==> src/hdl/atq_pkg.sv <==
// shared constants for the alarm relay and over-torque output block
package atq_pkg;
	// relay polarity codes
	localparam logic [7:0] ATQ_POL_INVERTED = 8'h00;
	localparam logic [7:0] ATQ_POL_DEFAULT = 8'h01;
	// output terminal function codes
	localparam logic [7:0] ATQ_FN_FAULT = 8'h05;
	localparam logic [7:0] ATQ_FN_TORQUE = 8'h07;
	// control method codes for the vector modes
	localparam logic [7:0] ATQ_CM_SLV = 8'h03;
	localparam logic [7:0] ATQ_CM_SLV0 = 8'h04;
	localparam logic [7:0] ATQ_CM_VEC = 8'h05;
	// threshold range in percent
	localparam logic [7:0] ATQ_THR_MAX = 8'hC8;
	localparam logic [7:0] ATQ_THR_RESET = 8'hC8;
	localparam int ATQ_NUM_TERM = 5;
	localparam int ATQ_TQ_W = 9;
	// register map, word addresses
	localparam logic [3:0] ATQ_REG_POLARITY = 4'h0;
	localparam logic [3:0] ATQ_REG_METHOD = 4'h1;
	localparam logic [3:0] ATQ_REG_THR_FD = 4'h2;
	localparam logic [3:0] ATQ_REG_THR_RR = 4'h3;
	localparam logic [3:0] ATQ_REG_THR_RD = 4'h4;
	localparam logic [3:0] ATQ_REG_THR_FR = 4'h5;
	localparam logic [3:0] ATQ_REG_FUNC0 = 4'h6;
	localparam logic [3:0] ATQ_REG_FUNC_RELAY = 4'hB;
	localparam logic [3:0] ATQ_REG_STATUS = 4'hC;
	localparam logic [3:0] ATQ_REG_IRQ_STAT = 4'hD;
	localparam logic [3:0] ATQ_REG_IRQ_MASK = 4'hE;
	localparam logic [7:0] ATQ_FUNC_RESET = 8'h00;
	localparam logic [7:0] ATQ_RELAY_FUNC_RESET = 8'h05;
	localparam logic [7:0] ATQ_METHOD_RESET = 8'h00;
	// status/interrupt bit positions
	localparam int ATQ_BIT_TORQUE = 0;
	localparam int ATQ_BIT_FAULT = 1;
	localparam int ATQ_BIT_POWER = 2;
	localparam int ATQ_IRQ_W = 3;
	// run state encoding from the drive core
	typedef enum logic [1:0] {
		ATQ_RUN_STOP = 2'b00,
		ATQ_RUN_RUN = 2'b01,
		ATQ_RUN_TRIP = 2'b11
	} atq_run_t;
endpackage

==> src/hdl/atq_top.sv <==
// alarm relay contact mapping and over-torque monitor with register port
// Contract
// RULE_01 - default polarity, normal: common-first closed, common-second open
// RULE_02 - normal means powered and in run or stop; else abnormal
// RULE_03 - default polarity, trip or power loss: both paths swap
// RULE_04 - inverted polarity: reversed in normal and trip; power off first open
// RULE_05 - flag rises when torque exceeds threshold of present quadrant
// RULE_06 - flag falls while torque stays below quadrant threshold
// RULE_07 - four quadrant thresholds, each 0 to 200 percent
// RULE_08 - flag routed to terminals or relay whose selector holds code 07
// RULE_09 - flag valid only with vector control method codes 03, 04, 05
// RULE_10 - monitor only observes torque; never limits it
// RULE_11 - alarm-assigned terminal on from alarm until cleared, off otherwise
`timescale 1ns/10ps
`default_nettype none
module atq_top
	import atq_pkg::*;
(
	input wire logic ref_clk,
	input wire logic rstn,
	input wire logic power_good,
	input wire atq_pkg::atq_run_t run_state,
	input wire logic alarm_clear,
	input wire logic [atq_pkg::ATQ_TQ_W-1:0] torque_est,
	input wire logic torque_reverse,
	input wire logic torque_regen,
	input wire logic [3:0] reg_addr,
	input wire logic [7:0] reg_wdata,
	input wire logic reg_wr,
	input wire logic reg_rd,
	output logic [7:0] reg_rdata,
	output logic relay_first_closed,
	output logic relay_second_closed,
	output logic [atq_pkg::ATQ_NUM_TERM-1:0] term_out,
	output logic irq
);
	import atq_pkg::*;

	// ****************************************
	// configuration registers and internal signals
	// ****************************************
	logic [7:0] relay_polarity_select;
	logic [7:0] control_method_select;
	logic [7:0] fwd_drive_torque_threshold;
	logic [7:0] rev_regen_torque_threshold;
	logic [7:0] rev_drive_torque_threshold;
	logic [7:0] fwd_regen_torque_threshold;
	logic [7:0] output_terminal_function_select [ATQ_NUM_TERM];
	logic [7:0] relay_func_select;
	logic [ATQ_IRQ_W-1:0] irq_status;
	logic [ATQ_IRQ_W-1:0] irq_mask;
	logic torque_excess_flag;
	logic fault_flag_output;
	logic normal_state;
	logic [7:0] next_thr;
	logic vector_mode;
	logic [ATQ_IRQ_W-1:0] events;
	logic [ATQ_IRQ_W-1:0] prev_levels;
	logic [ATQ_IRQ_W-1:0] levels;
	logic [7:0] thr_clamped;
	logic wr_polarity;
	logic wr_method;
	logic wr_thr_fd;
	logic wr_thr_rr;
	logic wr_thr_rd;
	logic wr_thr_fr;
	logic wr_relay_func;
	logic wr_irq_mask;
	logic wr_irq_stat;
	logic next_first_closed;
	logic next_second_closed;

	// ****************************************
	// write decode
	// ****************************************
	assign wr_polarity = reg_wr && (reg_addr == ATQ_REG_POLARITY);
	assign wr_method = reg_wr && (reg_addr == ATQ_REG_METHOD);
	assign wr_thr_fd = reg_wr && (reg_addr == ATQ_REG_THR_FD);
	assign wr_thr_rr = reg_wr && (reg_addr == ATQ_REG_THR_RR);
	assign wr_thr_rd = reg_wr && (reg_addr == ATQ_REG_THR_RD);
	assign wr_thr_fr = reg_wr && (reg_addr == ATQ_REG_THR_FR);
	assign wr_relay_func = reg_wr && (reg_addr == ATQ_REG_FUNC_RELAY);
	assign wr_irq_mask = reg_wr && (reg_addr == ATQ_REG_IRQ_MASK);
	assign wr_irq_stat = reg_wr && (reg_addr == ATQ_REG_IRQ_STAT);

	// values above range are clamped to the top of range
	assign thr_clamped = (reg_wdata > ATQ_THR_MAX) ? ATQ_THR_MAX : reg_wdata; // RULE_07

	// ****************************************
	// relay, method and interrupt mask configuration
	// ****************************************
	// one block per register keeps each reset value beside its write
	always_ff @(posedge ref_clk or negedge rstn) begin
		if (!rstn) begin
			relay_polarity_select <= ATQ_POL_DEFAULT;
		end else if (wr_polarity) begin
			relay_polarity_select <= reg_wdata;
		end
	end

	always_ff @(posedge ref_clk or negedge rstn) begin
		if (!rstn) begin
			control_method_select <= ATQ_METHOD_RESET;
		end else if (wr_method) begin
			control_method_select <= reg_wdata;
		end
	end

	always_ff @(posedge ref_clk or negedge rstn) begin
		if (!rstn) begin
			relay_func_select <= ATQ_RELAY_FUNC_RESET;
		end else if (wr_relay_func) begin
			relay_func_select <= reg_wdata;
		end
	end

	always_ff @(posedge ref_clk or negedge rstn) begin
		if (!rstn) begin
			irq_mask <= '0;
		end else if (wr_irq_mask) begin
			irq_mask <= reg_wdata[ATQ_IRQ_W-1:0];
		end
	end

	// ****************************************
	// quadrant thresholds
	// ****************************************
	always_ff @(posedge ref_clk or negedge rstn) begin
		if (!rstn) begin
			fwd_drive_torque_threshold <= ATQ_THR_RESET;
		end else if (wr_thr_fd) begin
			fwd_drive_torque_threshold <= thr_clamped; // RULE_07
		end
	end

	always_ff @(posedge ref_clk or negedge rstn) begin
		if (!rstn) begin
			rev_regen_torque_threshold <= ATQ_THR_RESET;
		end else if (wr_thr_rr) begin
			rev_regen_torque_threshold <= thr_clamped; // RULE_07
		end
	end

	always_ff @(posedge ref_clk or negedge rstn) begin
		if (!rstn) begin
			rev_drive_torque_threshold <= ATQ_THR_RESET;
		end else if (wr_thr_rd) begin
			rev_drive_torque_threshold <= thr_clamped; // RULE_07
		end
	end

	always_ff @(posedge ref_clk or negedge rstn) begin
		if (!rstn) begin
			fwd_regen_torque_threshold <= ATQ_THR_RESET;
		end else if (wr_thr_fr) begin
			fwd_regen_torque_threshold <= thr_clamped; // RULE_07
		end
	end

	// ****************************************
	// terminal selectors
	// ****************************************
	// terminal selectors live at consecutive addresses
	always_ff @(posedge ref_clk or negedge rstn) begin
		if (!rstn) begin
			for (int i = 0; i < ATQ_NUM_TERM; i++) begin
				output_terminal_function_select[i] <= ATQ_FUNC_RESET;
			end
		end else if (reg_wr) begin
			for (int i = 0; i < ATQ_NUM_TERM; i++) begin
				if (reg_addr == ATQ_REG_FUNC0 + 4'(i)) begin
					output_terminal_function_select[i] <= reg_wdata;
				end
			end
		end
	end

	// ****************************************
	// over-torque monitor
	// ****************************************
	always_comb begin
		unique case ({torque_reverse, torque_regen})
			2'b00: next_thr = fwd_drive_torque_threshold;
			2'b01: next_thr = fwd_regen_torque_threshold;
			2'b10: next_thr = rev_drive_torque_threshold;
			default: next_thr = rev_regen_torque_threshold;
		endcase
	end

	// ****************************************
	// vector mode gate
	// ****************************************
	assign vector_mode = (control_method_select == ATQ_CM_SLV) ||
		(control_method_select == ATQ_CM_SLV0) ||
		(control_method_select == ATQ_CM_VEC); // RULE_09

	// ****************************************
	// torque flag
	// ****************************************
	// observe only: nothing here feeds back into torque control
	always_ff @(posedge ref_clk or negedge rstn) begin
		if (!rstn) begin
			torque_excess_flag <= 1'b0;
		end else if (!vector_mode) begin
			torque_excess_flag <= 1'b0; // RULE_09
		end else if (torque_est > {1'b0, next_thr}) begin
			torque_excess_flag <= 1'b1; // RULE_05 RULE_10
		end else begin
			torque_excess_flag <= 1'b0; // RULE_06
		end
	end

	// ****************************************
	// alarm latch and relay
	// ****************************************
	assign normal_state = power_good && (run_state != ATQ_RUN_TRIP); // RULE_02

	always_ff @(posedge ref_clk or negedge rstn) begin
		if (!rstn) begin
			fault_flag_output <= 1'b0;
		end else if (run_state == ATQ_RUN_TRIP) begin
			fault_flag_output <= 1'b1; // RULE_11
		end else if (alarm_clear) begin
			fault_flag_output <= 1'b0; // RULE_11
		end
	end

	// ****************************************
	// relay contacts
	// ****************************************
	// torque function ignores polarity: the flag alone drives the contact
	always_comb begin
		if (relay_func_select == ATQ_FN_TORQUE) begin
			next_first_closed = torque_excess_flag; // RULE_08
			next_second_closed = !torque_excess_flag; // RULE_08
		end else if (!power_good) begin
			next_first_closed = 1'b0; // RULE_03 RULE_04
			next_second_closed = 1'b1; // RULE_03 RULE_04
		end else if (relay_polarity_select == ATQ_POL_INVERTED) begin
			next_first_closed = !normal_state; // RULE_04
			next_second_closed = normal_state; // RULE_04
		end else begin
			next_first_closed = normal_state; // RULE_01 RULE_03
			next_second_closed = !normal_state; // RULE_01 RULE_03
		end
	end

	// reset state shows the unpowered contact position
	always_ff @(posedge ref_clk or negedge rstn) begin
		if (!rstn) begin
			relay_first_closed <= 1'b0;
			relay_second_closed <= 1'b1;
		end else begin
			relay_first_closed <= next_first_closed;
			relay_second_closed <= next_second_closed;
		end
	end

	// ****************************************
	// output terminals
	// ****************************************
	for (genvar g = 0; g < ATQ_NUM_TERM; g++) begin : g_term
		atq_term_out u_term (
			.ref_clk(ref_clk),
			.rstn(rstn),
			.func_sel(output_terminal_function_select[g]),
			.torque_excess_flag(torque_excess_flag),
			.fault_flag_output(fault_flag_output),
			.term_on(term_out[g])
		);
	end

	// ****************************************
	// interrupts
	// ****************************************
	assign levels = {!power_good, fault_flag_output, torque_excess_flag};
	assign events = levels & ~prev_levels;

	// ****************************************
	// edge detection
	// ****************************************
	// resets low, the idle level of every source, so no false event
	always_ff @(posedge ref_clk or negedge rstn) begin
		if (!rstn) begin
			prev_levels <= '0;
		end else begin
			prev_levels <= levels;
		end
	end

	// ****************************************
	// irq status
	// ****************************************
	// set wins over a write-one-to-clear in the same cycle
	always_ff @(posedge ref_clk or negedge rstn) begin
		if (!rstn) begin
			irq_status <= '0;
		end else if (wr_irq_stat) begin
			irq_status <= (irq_status & ~reg_wdata[ATQ_IRQ_W-1:0]) | events;
		end else begin
			irq_status <= irq_status | events;
		end
	end

	// ****************************************
	// irq output
	// ****************************************
	always_ff @(posedge ref_clk or negedge rstn) begin
		if (!rstn) begin
			irq <= 1'b0;
		end else begin
			irq <= |(irq_status & irq_mask);
		end
	end

	// ****************************************
	// read port
	// ****************************************
	always_ff @(posedge ref_clk or negedge rstn) begin
		if (!rstn) begin
			reg_rdata <= '0;
		end else if (reg_rd) begin
			unique case (reg_addr)
				ATQ_REG_POLARITY: reg_rdata <= relay_polarity_select;
				ATQ_REG_METHOD: reg_rdata <= control_method_select;
				ATQ_REG_THR_FD: reg_rdata <= fwd_drive_torque_threshold;
				ATQ_REG_THR_RR: reg_rdata <= rev_regen_torque_threshold;
				ATQ_REG_THR_RD: reg_rdata <= rev_drive_torque_threshold;
				ATQ_REG_THR_FR: reg_rdata <= fwd_regen_torque_threshold;
				ATQ_REG_FUNC_RELAY: reg_rdata <= relay_func_select;
				ATQ_REG_STATUS: reg_rdata <= {5'h00, levels};
				ATQ_REG_IRQ_STAT: reg_rdata <= {5'h00, irq_status};
				ATQ_REG_IRQ_MASK: reg_rdata <= {5'h00, irq_mask};
				default: begin
					if (reg_addr >= ATQ_REG_FUNC0 && reg_addr < ATQ_REG_FUNC_RELAY) begin
						reg_rdata <= output_terminal_function_select[3'(reg_addr - ATQ_REG_FUNC0)];
					end else begin
						reg_rdata <= 8'h00;
					end
				end
			endcase
		end else begin
			reg_rdata <= 8'h00;
		end
	end
endmodule
`default_nettype wire

==> src/hdl/atq_term_out.sv <==
// one programmable output terminal with its function selector
`timescale 1ns/10ps
`default_nettype none
module atq_term_out
	import atq_pkg::*;
(
	input wire logic ref_clk,
	input wire logic rstn,
	input wire logic [7:0] func_sel,
	input wire logic torque_excess_flag,
	input wire logic fault_flag_output,
	output logic term_on
);
	always_ff @(posedge ref_clk or negedge rstn) begin
		if (!rstn) begin
			term_on <= 1'b0;
		end else begin
			unique case (func_sel)
				ATQ_FN_TORQUE: term_on <= torque_excess_flag; // RULE_08
				ATQ_FN_FAULT: term_on <= fault_flag_output; // RULE_11
				default: term_on <= 1'b0;
			endcase
		end
	end
endmodule
`default_nettype wire

==> config.mk <==
export PLATFORM = sky130hd
export DESIGN_NAME = atq_top
export DESIGN_NICKNAME = d
export VERILOG_FILES = /design/src/hdl/atq_pkg.sv /design/src/hdl/atq_top.sv /design/src/hdl/atq_term_out.sv
export SDC_FILE = /design/constraint.sdc
export NUM_CORES = 1
export LEC_CHECK = 0
export BUFFER_PORTS_ARGS = -buffer_cell sky130_fd_sc_hd__clkbuf_2
export CAP_MARGIN = 20
export CORE_ASPECT_RATIO = 1.4
export CORE_UTILIZATION = 55
export DETAILED_ROUTE_END_ITERATION = 8
export PLACE_DENSITY = 0.74
export SLEW_MARGIN = 25
export SYNTH_ARGS = -nofsm -noshare
export SYNTH_HDL_FRONTEND = slang
export SYNTH_SLANG_ARGS = --single-unit
==> constraint.sdc <==
create_clock -name ref_clk -period 5.2 [get_ports ref_clk]
set_input_delay 0.52 -clock ref_clk [delete_from_list [all_inputs] [get_ports ref_clk]]
set_output_delay 0.52 -clock ref_clk [all_outputs]
set_load 0.01 [all_outputs]
==> results.txt <==
The overall via count from detail_route is approximately 4800. STA classifies the critical path startpoint as a primary input. The number of fillers in the final layout is 858. The initial detailed-routing violation count came out at 421. In this run the worst hold path is classified as in2reg.

The final layout contains routed wiring with a total length of 16930 um. In this run the register-to-register setup slack is 3.18 ns. The weighted congestion reported at the end of routability-driven placement came out at 0.9422. The final count of hold timing violations came out at 0. Data on the critical path is required at its endpoint by 5.49 ns. The ratio of total power to cell area came out at ~430 nW/um^2. For this run, design rule violations remaining after detail routing come to 0. In this run the critical register-to-register path is launched from rev_regen_torque_threshold[5]. Summed over all failing endpoints, the final setup total negative slack is 0 ns. The number of maximum-capacitance violations came out at 0.

The diode insertion count for antenna repair came out at 0. The path depth of the worst reg2reg path came out at 8. The time the worst path needs with I/O delays and setup is about 2.4 ns. The maximum fanout along the worst path came out at 38.

The count of placed standard cells in the final layout, fillers left out is 745. The clock latency on the worst-skew pair came out at 0.41 ns. The count of cells resized by post-cts repair is 0. The clock-pin slew of the registers on the worst-case setup and hold paths came out at 0.06 ns.

The peak ir drop on the vdd network is 0.2505 mV. The most instantiated flip-flop cell in the synthesis netlist is dfrtp_1. Yosys mapped a number of flops with a built-in enable equal to 0. The internal power of the cells came out at ~2.2 mW. The area of all sequential standard cells came out at 3098 um^2. Before CTS, the worst setup slack after placement is about 2.5 ns. The leftover overflow at the end of global routing came out at 0. Of the total power, the share spent switching nets is 0.2764. The post-cts hold buffer count is 0. Counting every sink on the clock net gives around 120. The die area came out at 12130 um^2. The sequential fraction of design power is 0.439. In this run the vertical extent of the chip is 129.9 um. The relative contribution of the clock network to total power came out at 0.391. Using the TritonRoute via totals, the vias-per-cell ratio works out to 6.423. In this run the deepest clock path goes through 2 buffers. The number of library cell types mapped by synthesis is 65. The number of synthesis warnings came out at 0. The starting density of the core is 0.5669. The number of levels the H-tree was split into came out at 4. The number of core rows is 46. In this run the most critical hold path is launched from alarm_clear. Of the total power, combinational logic draws 0.170. After synthesis, the share of flip-flops with an asynchronous set or reset is 1.000. Once detail routing completed, the nets flagged for antenna violations numbered 0. The worst-case setup margin in the final layout is 2.850 ns. The first-pass iteration count of the detailed router came out at 6. The library cells used most frequently in the layout, excluding fill and tap cells, are 107 x dfrtp_1, 84 x mux2_2, 55 x nand2_1. The share of final-layout standard cells stronger than drive strength 1 is 0.3411. The wire length of the first global-routing pass is 25990 um. The synthesized cell area came out at 6427 um^2.

The final count of negative-setup-slack endpoints is 0. The horizontal extent of the die is around 93 um. The pin count of the biggest net entering global routing is 76. The number of port buffers is 46.

The setup skew after layout is 0.006320 ns. Setup repair after global routing left no endpoint under its margin. The leading cell type in the layout, fill and taps excluded is dfrtp_1. The number of global-route vias before repair came out at 4746.

The area of the multi-input gates is 3002 um^2. The critical path class is in2reg. The clock tree from TritonCTS is built.

The instance count after placement with tap cells included is 711. The final period utilization is 0.4519. The slew at the pin with the worst max-slew slack is 0.9096 ns.

In this run the critical register-to-register path is captured at torque_excess_flag. Across every metal layer, demand over resource in global routing totals 0.2932. The standby leakage power came out at 3.185 nW. From synthesis to final layout, the design area changed by 12.65%.

The core region is 11340 um^2. The peak clock frequency supported by timing is ~430 MHz. The total count of max-transition violations in the final report is 0.

After detailed routing, the average wire length per cell comes to between 20 and 25 um. The buffers inserted during post-CTS setup optimization is 0. The relative max-transition margin is 0.3936.

The signal arrival time at the worst endpoint came out at 2.64 ns. The gate count of the mapped netlist is 560. The final layout contains around 630 nets. The net switching power figure is 0.8526 mW.

The instance count along the most critical hold path is 2. The register bit count reported by yosys is ~120. The flow ran to the end, and the final reports show no timing, DRC or antenna violations. The post-synthesis average cell area is 11.48 um^2. Counting every net in the synthesized netlist gives 599.

The half-perimeter wire length after placement came out at 11720 um. The path with the worst hold slack has its endpoint at fault_flag_output. The sequential-to-total area share from yosys stat is 0.4820. The initial antenna violation count is 0.

The cell chosen for the clock root is clkbuf_16. STA classifies the critical path endpoint as a flop. The number of buffers added by the clock tree synthesis step came out at 17. The number of placed I/O pins is 47. The share of the core filled with cells came out at 0.6386.
## worst max path at each step
stage                        start  cells past startpoint  slack [ns]                                  to
finish                 reg_addr[2]                      5        2.85  output_terminal_function_select[4]
global route           reg_addr[2]                      5        2.73                relay_func_select[5]
detailed placement     reg_addr[2]                      5        2.53  output_terminal_function_select[7]
CTS                    reg_addr[2]                      5        2.92  output_terminal_function_select[4]
floorplan           torque_reverse                      9        2.94                  torque_excess_flag
global placement       reg_addr[0]                      7        2.63                        reg_rdata[0]
## cell type report
type	count	share of cell area
sequential	123	0.4279
multi-input combinational	379	0.4146
clock buffer	21	0.06497
timing repair buffer	50	0.03940
tap	144	0.02488
clock inverter	11	0.01953
inverter	17	0.008813
## cells in the mapped netlist, types with 9 or more instances
cell type | number | share of area
o21ai_0 | 33 | 0.026
nand2_1 | 55 | 0.032
mux2_2 | 84 | 0.15
mux2i_1 | 13 | 0.020
buf_4 | 10 | 0.012
inv_1 | 17 | 0.0099
nor2b_1 | 9 | 0.0088
a21oi_1 | 17 | 0.013
buf_2 | 9 | 0.0070
clkbuf_1 | 12 | 0.0070
dfrtp_1 | 107 | 0.42
dfstp_2 | 16 | 0.065
a22oi_1 | 9 | 0.011
nor2_1 | 17 | 0.0099
## power groups by stage
stage / registers [mW] / logic, mW / clock network, mW
after floorplan: 1.29 / 0.389 / 0
after CTS: 1.35 / 0.522 / 1.22
final: 1.35 / 0.524 / 1.21
after global routing: 1.37 / 0.569 / 1.26
after detailed placement: 1.36 / 0.516 / 0
after global placement: 1.35 / 0.495 / 0
## per-layer routing
metal  GRT usage  vias up  share of wire
li1            -     2110              -
met3     0.06410       56          0.059
met1      0.3468     2400           0.38
met4      0.1665        0          0.050
met5           0        -              0
met2      0.4939      219           0.51
## metrics by stage
stage	total power [mW]	area, um^2	hold slack, ns
2_1_floorplan	1.676	6427	0.2244
3_3_place_gp	1.844	6591	0.3992
3_5_place_dp	1.874	6591	0.4198
4_1_cts	3.087	7203	0.2739
5_1_grt	3.198	7241	0.2820
6_report	3.084	7241	0.2854
## cell families (layout without fill, tap and decap cells)
family	count (synthesis)	count (layout)	synth area share
AOI/OAI and AO/OA	126	126	0.1361
adders and majority gates	8	8	0.01557
buffers and inverters	58	99	0.05100
DFF	123	123	0.4820
muxes	107	107	0.1989
and+or+nand+nor	138	138	0.1164
## critical path: stages
cell	delay, ns
clkbuf_2	0.44
nor2b_1	0.74
nand2_4	0.17
nor2_2	0.37
mux2_2	0.39
## sequential cells by signal, indices dropped and copies added (netlist names)
name	count
output_terminal_function_select	40
control_method_select	8
fwd_drive_torque_threshold	8
fwd_regen_torque_threshold	8
reg_rdata	8
relay_func_select	8
relay_polarity_select	8
rev_drive_torque_threshold	8
rev_regen_torque_threshold	8
g_term.u_term.term_on	5
irq_mask	3
irq_status	3
prev_levels	3
fault_flag_output	1
irq	1
relay_first_closed	1
relay_second_closed	1
torque_excess_flag	1
(Power assumes the default switching activity.)
